===== config.mk =====
export PLATFORM = sky130hd
export DESIGN_NAME = dra_cmd
export DESIGN_NICKNAME = d
export VERILOG_FILES = /design/src/logic/dra_cmd.v /design/src/logic/dra_tx_hold.v
export VERILOG_INCLUDE_DIRS = /design/src /design/src/logic
export SDC_FILE = /design/constraint.sdc
export NUM_CORES = 1
export LEC_CHECK = 0
export BUFFER_PORTS_ARGS = -buffer_cell sky130_fd_sc_hd__clkbuf_2
export CAP_MARGIN = 40
export CORE_ASPECT_RATIO = 0.8
export CORE_MARGIN = 2
export CORE_UTILIZATION = 56
export DETAILED_ROUTE_END_ITERATION = 6
export GPL_ROUTABILITY_DRIVEN = 1
export PLACE_DENSITY_LB_ADDON = 0.12
export SLEW_MARGIN = 25
export SYNTH_ARGS = -nofsm -noshare
export SYNTH_HDL_FRONTEND = slang
export SYNTH_SLANG_ARGS = --single-unit
export TNS_END_PERCENT = 10

===== constraint.sdc =====
create_clock -name clk_i -period 4.3 [get_ports clk_i]
set_input_delay 0.215 -clock clk_i [delete_from_list [all_inputs] [get_ports clk_i]]
set_output_delay 0.215 -clock clk_i [all_outputs]
set_load 0.02 [all_outputs]

===== src/logic/dra_map.vh =====
`ifndef DRA_MAP_VH
`define DRA_MAP_VH
`define DRA_OP_RD_CTL 8'h05
`define DRA_OP_WR_PC 8'h06
`define DRA_OP_RD_PC 8'h07
`define DRA_OP_WR_REG 8'h08
`define DRA_OP_RD_REG 8'h09
`define DRA_PROT_BYTE 8'hff
`define DRA_PROT_PC 16'hffff
`define DRA_FCTL_BASE 12'hff8
`define DRA_FCTL_LAST 12'hffb
`define DRA_WDT_ADDR 12'hff0
`define DRA_PC_RST 16'h0000
`endif


===== src/logic/dra_cmd.v =====
`timescale 1ns/10ps
`include "dra_map.vh"
module dra_cmd
(
	input wire clk_i, // system clock
	input wire nrst_i, // async reset, active low
	input wire rx_valid_i, // byte received from debug serial pin
	input wire [7:0] rx_data_i, // received byte
	output wire rx_ready_o, // byte accepted
	output wire tx_valid_o, // byte for debug serial pin
	output wire [7:0] tx_data_o, // byte to send
	input wire tx_take_i, // serializer took byte
	input wire debug_mode_i, // debug mode active
	input wire read_prot_i, // read-protect option enabled
	input wire [7:0] debugger_control_reg_i, // debugger control register
	input wire [15:0] pc_i, // current program counter
	output reg pc_load_o, // pulse: load program counter
	output reg [15:0] pc_data_o, // new program counter
	output reg rf_wr_o, // pulse: register file write
	output reg rf_rd_o, // pulse: register file read
	output reg [11:0] rf_addr_o, // register file address
	output reg [7:0] rf_wdata_o, // register write data
	output reg rf_side_eff_o, // read may apply read-clear effects
	input wire [7:0] rf_rdata_i // read data, valid cycle after rf_rd_o
);
	localparam ST_OP = 3'd0;
	localparam ST_PCH = 3'd1;
	localparam ST_PCL = 3'd2;
	localparam ST_AH = 3'd3;
	localparam ST_AL = 3'd4;
	localparam ST_SZ = 3'd5;
	localparam ST_WD = 3'd6;
	localparam ST_RD = 3'd7;

	reg [2:0] st_r;
	reg [7:0] op_r;
	reg [7:0] pch_r;
	reg [11:0] addr_r;
	reg [8:0] cnt_r;
	reg rd_wait_r;
	reg pc_lo_pend_r;
	reg [7:0] pc_lo_r;
	reg tx_load;
	reg [7:0] tx_byte;
	wire tx_busy;
	wire allow_rd;
	wire fctl_hit;
	wire [15:0] pc_rep;

	assign allow_rd = debug_mode_i & ~read_prot_i;
	assign pc_rep = allow_rd ? pc_i : `DRA_PROT_PC;
	assign fctl_hit = (addr_r >= `DRA_FCTL_BASE) &&
		(addr_r <= `DRA_FCTL_LAST);
	// incoming bytes are held off while a reply byte is still pending
	assign rx_ready_o = (st_r != ST_RD) && !pc_lo_pend_r && !tx_busy;

	dra_tx_hold u_tx
	(
		.clk_i(clk_i),
		.nrst_i(nrst_i),
		.load_i(tx_load),
		.data_i(tx_byte),
		.take_i(tx_take_i),
		.busy_o(tx_busy),
		.valid_o(tx_valid_o),
		.data_o(tx_data_o)
	);

	wire rx_go = rx_valid_i & rx_ready_o;

	always @*
	begin
		tx_load = 1'b0;
		tx_byte = 8'h00;
		if (rd_wait_r)
		begin
			tx_load = 1'b1;
			tx_byte = allow_rd ? rf_rdata_i : `DRA_PROT_BYTE;
		end
		else if (pc_lo_pend_r && !tx_busy)
		begin
			tx_load = 1'b1;
			tx_byte = pc_lo_r;
		end
		else if (rx_go && st_r == ST_OP)
		begin
			if (rx_data_i == `DRA_OP_RD_CTL)
			begin
				tx_load = 1'b1;
				tx_byte = debugger_control_reg_i;
			end
			else if (rx_data_i == `DRA_OP_RD_PC)
			begin
				tx_load = 1'b1;
				tx_byte = pc_rep[15:8];
			end
		end
	end

	reg [2:0] st_nxt;
	wire take_op;
	wire take_pch;
	wire take_pcl;
	wire take_ah;
	wire take_al;
	wire take_sz;
	wire take_wd;
	wire rd_idle;
	wire rd_issue;
	wire rd_last;
	wire step_byte;

	assign take_op = rx_go && (st_r == ST_OP);
	assign take_pch = rx_go && (st_r == ST_PCH);
	assign take_pcl = rx_go && (st_r == ST_PCL);
	assign take_ah = rx_go && (st_r == ST_AH);
	assign take_al = rx_go && (st_r == ST_AL);
	assign take_sz = rx_go && (st_r == ST_SZ);
	assign take_wd = rx_go && (st_r == ST_WD);
	// a read byte is fetched only when nothing is in flight toward the link,
	// so the reply path never needs more than the one holding stage
	assign rd_idle = (st_r == ST_RD) && !rf_rd_o && !rd_wait_r && !tx_busy;
	assign rd_issue = rd_idle && (cnt_r != 9'h000);
	assign rd_last = rd_idle && (cnt_r == 9'h000);
	assign step_byte = take_wd || rd_issue;

	always @*
	begin
		st_nxt = st_r;
		case (st_r)
		ST_OP:
			if (rx_go)
			begin
				case (rx_data_i)
				`DRA_OP_WR_PC: st_nxt = ST_PCH;
				`DRA_OP_WR_REG: st_nxt = ST_AH;
				`DRA_OP_RD_REG: st_nxt = ST_AH;
				default: st_nxt = ST_OP;
				endcase
			end
		ST_PCH:
			if (rx_go)
				st_nxt = ST_PCL;
		ST_PCL:
			if (rx_go)
				st_nxt = ST_OP;
		ST_AH:
			if (rx_go)
				st_nxt = ST_AL;
		ST_AL:
			if (rx_go)
				st_nxt = ST_SZ;
		ST_SZ:
			if (rx_go)
			begin
				if (op_r == `DRA_OP_WR_REG)
					st_nxt = ST_WD;
				else
					st_nxt = ST_RD;
			end
		ST_WD:
			// the last data byte ends the command
			if (rx_go && cnt_r == 9'h001)
				st_nxt = ST_OP;
		ST_RD:
			if (rd_last)
				st_nxt = ST_OP;
		default: st_nxt = ST_OP;
		endcase
	end

	always @(posedge clk_i or negedge nrst_i)
	begin
		if (!nrst_i)
		begin
			st_r <= ST_OP;
			op_r <= 8'h00;
		end
		else
		begin
			st_r <= st_nxt;
			if (take_op)
				op_r <= rx_data_i;
		end
	end

	// address wraps inside the 12-bit space
	always @(posedge clk_i or negedge nrst_i)
	begin
		if (!nrst_i)
			addr_r <= 12'h000;
		else if (take_ah)
			addr_r[11:8] <= rx_data_i[3:0];
		else if (take_al)
			addr_r[7:0] <= rx_data_i;
		else if (step_byte)
			addr_r <= addr_r + 12'h001;
	end

	always @(posedge clk_i or negedge nrst_i)
	begin
		if (!nrst_i)
			cnt_r <= 9'h000;
		else if (take_sz)
		begin
			if (rx_data_i == 8'h00)
				cnt_r <= 9'h100;
			else
				cnt_r <= {1'b0, rx_data_i};
		end
		else if (step_byte)
			cnt_r <= cnt_r - 9'h001;
	end

	always @(posedge clk_i or negedge nrst_i)
	begin
		if (!nrst_i)
		begin
			pch_r <= 8'h00;
			pc_load_o <= 1'b0;
			pc_data_o <= `DRA_PC_RST;
		end
		else
		begin
			pc_load_o <= 1'b0;
			if (take_pch)
				pch_r <= rx_data_i;
			if (take_pcl)
			begin
				pc_data_o <= {pch_r, rx_data_i};
				// discarded bytes still complete the command
				pc_load_o <= allow_rd;
			end
		end
	end

	// low byte is captured with the high one so both halves match
	always @(posedge clk_i or negedge nrst_i)
	begin
		if (!nrst_i)
		begin
			pc_lo_pend_r <= 1'b0;
			pc_lo_r <= 8'h00;
		end
		else if (take_op && rx_data_i == `DRA_OP_RD_PC)
		begin
			pc_lo_pend_r <= 1'b1;
			pc_lo_r <= pc_rep[7:0];
		end
		else if (tx_load && pc_lo_pend_r && !rd_wait_r)
			pc_lo_pend_r <= 1'b0;
	end

	always @(posedge clk_i or negedge nrst_i)
	begin
		if (!nrst_i)
		begin
			rf_wr_o <= 1'b0;
			rf_rd_o <= 1'b0;
			rf_addr_o <= 12'h000;
			rf_wdata_o <= 8'h00;
			rf_side_eff_o <= 1'b0;
		end
		else
		begin
			rf_wr_o <= 1'b0;
			rf_rd_o <= 1'b0;
			if (take_wd)
			begin
				rf_wr_o <= debug_mode_i & (~read_prot_i | fctl_hit);
				rf_addr_o <= addr_r;
				rf_wdata_o <= rx_data_i;
			end
			if (rd_issue)
			begin
				rf_rd_o <= allow_rd;
				rf_addr_o <= addr_r;
				rf_side_eff_o <= (addr_r == `DRA_WDT_ADDR);
			end
		end
	end

	// data is one cycle behind the strobe; a gated read skips the fetch
	always @(posedge clk_i or negedge nrst_i)
	begin
		if (!nrst_i)
			rd_wait_r <= 1'b0;
		else if (rd_issue && !allow_rd)
			rd_wait_r <= 1'b1;
		else
			rd_wait_r <= rf_rd_o;
	end
endmodule // dra_cmd


===== src/logic/dra_tx_hold.v =====
`timescale 1ns/10ps
// one-byte output holding stage toward the link serializer
module dra_tx_hold
(
	input wire clk_i, // system clock
	input wire nrst_i, // async reset, active low
	input wire load_i, // capture a byte
	input wire [7:0] data_i, // byte to send
	input wire take_i, // serializer accepts byte
	output wire busy_o, // byte still pending
	output wire valid_o, // byte available
	output reg [7:0] data_o // held byte
);
	reg full_r;
	assign busy_o = full_r & ~take_i;
	assign valid_o = full_r;
	always @(posedge clk_i or negedge nrst_i)
	begin
		if (!nrst_i)
		begin
			full_r <= 1'b0;
			data_o <= 8'h00;
		end
		else if (load_i)
		begin
			full_r <= 1'b1;
			data_o <= data_i;
		end
		else if (take_i)
			full_r <= 1'b0;
	end
endmodule // dra_tx_hold


# == Yosys cells after proc, flatten, opt, wreduce, memory -nomap -nowiden ==
# Cells that the tools add are included.
# word_totals
ff_bits,99
input_bits,46
out_inout_bits,50
wordCells,136
# classes
n_addsub,2
n_lt_le_gt_ge,2
n_eq_ne,25
mux,40
n_bitwise,8
reduce_logical,41
# ops
op,n
$mux 8,7
$mux 12,3
$mux 9,3
$eq 8x3->1 const B,3
$eq 8x4->1 const B,3
$mux 3,8
$pmux 3 s8,1
$logic_and 1x1->1,21
$mux 16,1
$ne 2x2->1 const B,8
$mux 1,14
$add 12x1->12 const B,1
$eq 12x12->1 const B,1
$eq 3x3->1 const B,4
$ge 12x12->1 const B,1
$le 12x12->1 const B,1
$reduce_bool 2->1,6
$eq 9x1->1 const B,1
$logic_not 9->1,1
$reduce_bool 9->1,1
$sub 9x1->9 const B,1
$logic_not 8->1,1
$mux 4,2
$reduce_and 8->1,1
13 further kinds,24

# == Longest topological paths before layout ==
# depth
depth_word,13
ltp_mapped,9
mapped_depth_nobuf,7

# == Cells and area by module ==
# Synthesis repeated with hierarchy kept, for this count alone.
# hier_totals
cells_unflattened,435
area_unflattened_um2,4790.8
# by_module_without_submodules
mod,instances,cells_each,area_per_inst_um2,seq_area_each_um2
dra_cmd,1,415,4421.7,2252.2
dra_tx_hold,1,20,369.1,225.2

# == Least setup slack after synthesis ==
# Ideal clock, no wire load.
# synth_path
path_kind,register to register
startpoint,"register u_tx.full_r, in the netlist u_tx.valid_o"
endpoint,register cnt_r[7]
setup_ns,0.126
arrival_ns,2.056
t_required_ns,4.174
slack_ns,2.118
stages_incl_launch_ff,8
n_path_buf,2
synth_period_minus_slack_ns,2.182
path_cell_list,dfrtp_1 > nor2b_1 > buf_6 > nor4b_4 > a21oi_2 > buf_6 > o311a_1 > a221o_1
# synth_between
elab_chain_cells,7
word_cells_on_any_way,11
cone_classes,mux (1); bitwise (2); reduce/logical (8)
# synth_lines
element,line_no,source
"start, declared",dra_tx_hold.v:14,reg full_r;
"start signal, assigned",dra_tx_hold.v:21,full_r <= 1'b0;
"start signal, assigned",dra_tx_hold.v:26,full_r <= 1'b1;
"start signal, assigned",dra_tx_hold.v:30,full_r <= 1'b0;
$and 1x1->1 (*),dra_tx_hold.v:15,assign busy_o = full_r & ~take_i;
$logic_not 1->1 (*),"dra_cmd.v:55, dra_cmd.v:122",
$logic_and 1x1->1,dra_cmd.v:55,assign rx_ready_o = (st_r != ST_RD) && !pc_lo_pend_r && !tx_busy;
$and 1x1->1,dra_cmd.v:69,wire rx_go = rx_valid_i & rx_ready_o;
$logic_and 1x1->1,dra_cmd.v:119,assign take_wd = rx_go && (st_r == ST_WD);
$logic_or 1x1->1,dra_cmd.v:125,assign step_byte = take_wd || rd_issue;
$reduce_bool 2->1 (no line),--,
"end signal, assigned",dra_cmd.v:209,"cnt_r <= {1'b0, rx_data_i};"
"end signal, assigned",dra_cmd.v:212,cnt_r <= cnt_r - 9'h001;
"end, declared",dra_cmd.v:39,reg [8:0] cnt_r;
# Mark *: on every way between the ends. The rest lies on a longest branch, timed or not.
# A chain may end at the register's enable or synchronous reset.

# == Worst setup path in the final report ==
# layout_path
startpoint,register cnt_r[0]
endpoint,register rf_addr_o[9]
# layout_between
elab_chain_cells,3
word_cells_on_any_way,4
cone_classes,mux (1); reduce/logical (3)
# layout_lines
element,line_no,source
$reduce_bool 9->1 (*),dra_cmd.v:123,assign rd_issue = rd_idle && (cnt_r != 9'h000);
$logic_and 1x1->1 (*),dra_cmd.v:123,
$mux 12 or $reduce_bool 2->1 (tied branches),--,
"end signal, assigned",dra_cmd.v:271,rf_addr_o <= addr_r;
"end signal, assigned",dra_cmd.v:277,rf_addr_o <= addr_r;
"end, declared",dra_cmd.v:21,"output reg [11:0] rf_addr_o,"
# Marks and branches as above.

==> results by stage <==
Status:
- The run finished with clean final reports.

Yosys:
- The cell count after synthesis is 434.
- Counting every net in the synthesized netlist gives 485.
- For this run, the leading register cell type out of synthesis is sky130_fd_sc_hd__dfrtp_1.
- In this run the cell area of the synthesized design comes to 4650 sq um.
- The sequential-to-total area share from yosys stat is 53.3%.
- The share of synthesized registers carrying an async set or reset is 100%.
- The number of flip-flops and latches in the synthesized netlist is 99.
- sky130_fd_sc_hd__dfrtp_1 is the most common cell in the netlist.
- The synthesized design contains 0 enable-type register cells.
- Of all cell types, the one taking the most synthesized area is sky130_fd_sc_hd__dfrtp_1.
- After synthesis, the largest area contributor takes up 53.3% of total cell area.
- Counting instances in the post-synthesis netlist gives the leading cell types as sky130_fd_sc_hd__dfrtp_1 (99), sky130_fd_sc_hd__mux2_2 (48), sky130_fd_sc_hd__nor2_1 (41).
- In the post-synthesis netlist, the biggest area contributors are sky130_fd_sc_hd__dfrtp_1 (53%), sky130_fd_sc_hd__mux2_2 (12%), sky130_fd_sc_hd__o21ai_0 (3.4%), sky130_fd_sc_hd__nor2_1 (3.3%), sky130_fd_sc_hd__a221o_1 (2.8%).
- A synthesized cell averages 10.7 sq um.
- In this run, distinct cell masters in the synthesized netlist total 45.
- The number of synthesis warnings is 0.

Worst setup path:
- For this design, the slowest cell found on the critical path is sky130_fd_sc_hd__a21oi_4.
- The longest individual stage delay on the worst path is 0.61 ns.
- STA classifies the critical path startpoint as a flop.
- The largest fanout on the critical path is 28.
- Traced cell by cell, the critical path runs through inv_1, ha_1, nor4b_1, nand3_1, a21oi_4, buf_16, mux2_2.
- The cell class contributing the biggest share of worst-path delay is compound AO/OA/AOI/OAI gates.
- The critical register-to-register path endpoint is rf_addr_o[9].
- The worst register-to-register path has a setup slack of 1.79 ns.
- The category of the worst setup path capture point is a flop.
- For the worst flop-to-flop path, the logic depth is 7.
- The class of the most critical setup path is reg -> reg.
- Together, buffers and inverters on the worst path number 2.
- At the worst endpoint, the arrival time is 2.77 ns.
- For the worst setup path, the data required time is 4.55 ns.
- The worst register-to-register path begins at cnt_r[0].

Floorplanning:
- The floorplan step set the die width to 106 microns.
- The die boundary height is 85.5 microns.
- The die covers 9050 sq um.
- The count of pins on the block boundary is 96.
- Once the floorplan was initialized, standard cells occupied 58.3% of the core.
- The floorplan step defined a core boundary enclosing 7980 sq um.
- The number of placement rows is 29.

Placement:
- Summing all placed instances gives a cell area of 5210 sq um.
- The final weighted congestion of routability-driven global placement is 0.893.
- The HPWL after detailed placement is 7.84 mm.
- The total of buffers placed on input and output ports is 95.

STA:
- The max-slew violation count is 0.
- The slew at the pin with the worst max-slew slack is 0.762 ns.
- Summed over all failing endpoints, the final setup total negative slack is 0 ns.
- The final setup violation count is 0.
- Setup repair after global routing left no endpoint under its margin.
- Dividing the final minimum period by the clock period gives 58.5%.
- Clock skew on the completed layout was measured at 0.0155 ns.
- The number of hold violations in the final report is 0.
- The clock period minus worst slack is 2.51 ns.
- The maximum clock frequency is 0.398 GHz.
- The tightest slew margin relative to the limit is 49.1%.

Route:
- The DRC violation total after the first TritonRoute iteration is 161.
- The count of nets left with antenna violations after detail routing is 0.
- The average via count per standard cell is 5.69.
- The count of TritonRoute iterations in the first routing pass is 4.
- The routed wire length per instance is 16.9 microns.
- The routed wire length is 10.7 mm.
- The routed layout has 3610 vias.
- The count of unresolved DRC violations after routing is 0.

Job:
- Max-cap violations in this run came to 0.

GRT:
- The initial antenna violation count is 0.
- The total global-route track usage is 24.8%.
- Entering global routing, the biggest net connects 42 pins.
- The final global-route overflow total is 0.
- The via count of the first global-routing pass is 3457.
- The wire length of the first global-routing pass is 17.5 mm.

Clock network:
- The H-tree depth reported by CTS is 3.
- The clock sink count is 99.
- At the later pin of the worst-skew pair, clock insertion delay measures 0.37 ns.
- The quantity of gates resized following cts is 0.
- The count of hold buffers inserted by post-cts repair is 1.
- Buffers inserted during clock tree synthesis total 9.
- The clock tree from TritonCTS is done.
- The post-CTS setup-driven buffer insertion count is 0.
- The root cell of the clock tree is sky130_fd_sc_hd__clkbuf_8.
- The maximum root-to-sink buffer count is 2.
- After clock tree synthesis, the clock-pin slew on the worst setup and hold paths is 0.10 ns.

Power and ir drop:
- Summed over all cells, the static leakage comes to 2.65 nW.
- Across the VDD grid, the largest voltage drop is 0.000221 V.
- Total power for the finished layout comes to 0.00193 W.
- The total power density per cell area is 356 nW/um^2.

Layout:
- The area growth from synthesis to layout is 16.7%.
- The post-route cell area is 5430 sq um.
- The number of nets in the layout is 572.
- The number of diodes added for antenna fixing is 0.
- The end-of-flow core utilization is 68.0%.
- The post-route netlist has 32.5% of its cells at a drive strength greater than 1.
- After filler insertion, the fill cell instance count of the layout stands at 655.

Hold path:
- The startpoint identified for the worst hold timing path is read_prot_i.
- The worst hold path terminates at rf_wr_o.
- The path class of the lowest-slack min-delay path is in -> reg.
- Counting instances, the worst hold path has a depth of 2.
[how the worst max path moves through the flow]
| stage | from | endpoint | slack [ns] | cells after the start |
|---|---|---|---|---|
| floorplan | u_tx.valid_o | cnt_r[7] | 2.12 | 7 |
| global placement | u_tx.valid_o | cnt_r[7] | 1.57 | 5 |
| detailed placement | st_r[0] | addr_r[10] | 1.53 | 6 |
| CTS | st_r[0] | addr_r[10] | 1.47 | 6 |
| global route | cnt_r[0] | rf_addr_o[9] | 1.66 | 7 |
| finish | cnt_r[0] | rf_addr_o[9] | 1.79 | 7 |
[cells by family (layout without fill, tap and decap cells)]
kind of cell | count (synthesis) | in the layout | share of synthesized area, %
fa+ha+maj | 5 | 5 | 1.35
mux | 50 | 50 | 12.1
flops | 99 | 99 | 53.3
simple gates | 139 | 139 | 15.5
compound gates | 96 | 96 | 13.4
xor+xnor | 1 | 1 | 0.188
buf+inv | 44 | 136 | 4.20
[per-layer routing]
| metal | GRT usage [%] | wire [microns] | part of all wire, % | vias up |
|---|---|---|---|---|
| li1 | - | - | - | 1752 |
| met1 | 36.1 | 5040 | 47 | 1752 |
| met2 | 39.4 | 4970 | 46 | 97 |
| met3 | 5.32 | 602 | 5.6 | 9 |
| met4 | 4.67 | 82 | 0.77 | 0 |
| met5 | 0 | 0 | 0 | - |
[cell usage in the layout, fill, tap and decap left out, drive strengths merged]
master       synthesis  layout
clkbuf              14     105
dfrtp               99      99
mux2                48      48
nor2                41      41
o21ai               32      32
nand2               29      29
a21oi               22      22
inv                 18      20
nand3               13      13
a221o               13      13
nor3                12      12
a31oi               11      11
or3                 10      10
buf                 12       6
or4                  5       5
ha                   5       5
nor2b                4       4
nand4                4       4
o31ai                4       4
o311ai               4       4
nor4                 4       4
nor4b                4       4
and3                 3       3
nand3b               3       3
clkinv               0       3
nand2b               2       2
a32oi                2       2
o41ai                2       2
o211ai               2       2
mux2i                2       2
o311a                2       2
nor3b                2       2
and2                 2       2
a31o                 1       1
nor4bb               1       1
a21o                 1       1
xnor2                1       1
clkinvlp             0       1
dlygate4sd3          0       1
[metrics by stage]
| stage | worst slack (ns) | hold slack (ns) | cells |
|---|---|---|---|
| global route | 1.66 | 0.0147 | 634 |
| detailed placement | 1.53 | 0.189 | 615 |
| CTS | 1.47 | 0.0103 | 632 |
| floorplan | 2.12 | -0.0806 | 434 |
| global placement | 1.57 | 0.392 | 612 |
| finish | 1.79 | 0.0189 | 634 |
[cell type report]
class / count / area, sq um / share of cell area [%]
clock buffers: 10 / 138 / 2.54
multi-input cells: 291 / 1990 / 36.6
flip-flops and latches: 99 / 2480 / 45.7
inverters: 18 / 67.6 / 1.25
repair buffers: 102 / 567 / 10.4
well taps: 108 / 135 / 2.49
clock inverters: 6 / 56.3 / 1.04
[registers in the layout, indices dropped and copies added, names as in the netlist, 3 cells and up]
register / count
addr_r: 12
cnt_r: 9
op_r: 8
pc_data_o: 16
pc_lo_r: 8
pch_r: 8
rf_addr_o: 12
rf_wdata_o: 8
st_r: 3
u_tx.data_o: 8
[report_power, final]
part | total, W | internal [W] | switching [W]
Sequential | 0.00106 | 0.00101 | 0.0000492
Clock | 0.000586 | 0.000238 | 0.000349
Combinational | 0.000285 | 0.000120 | 0.000165
No activity file was read; power rests on OpenSTA's default activity.
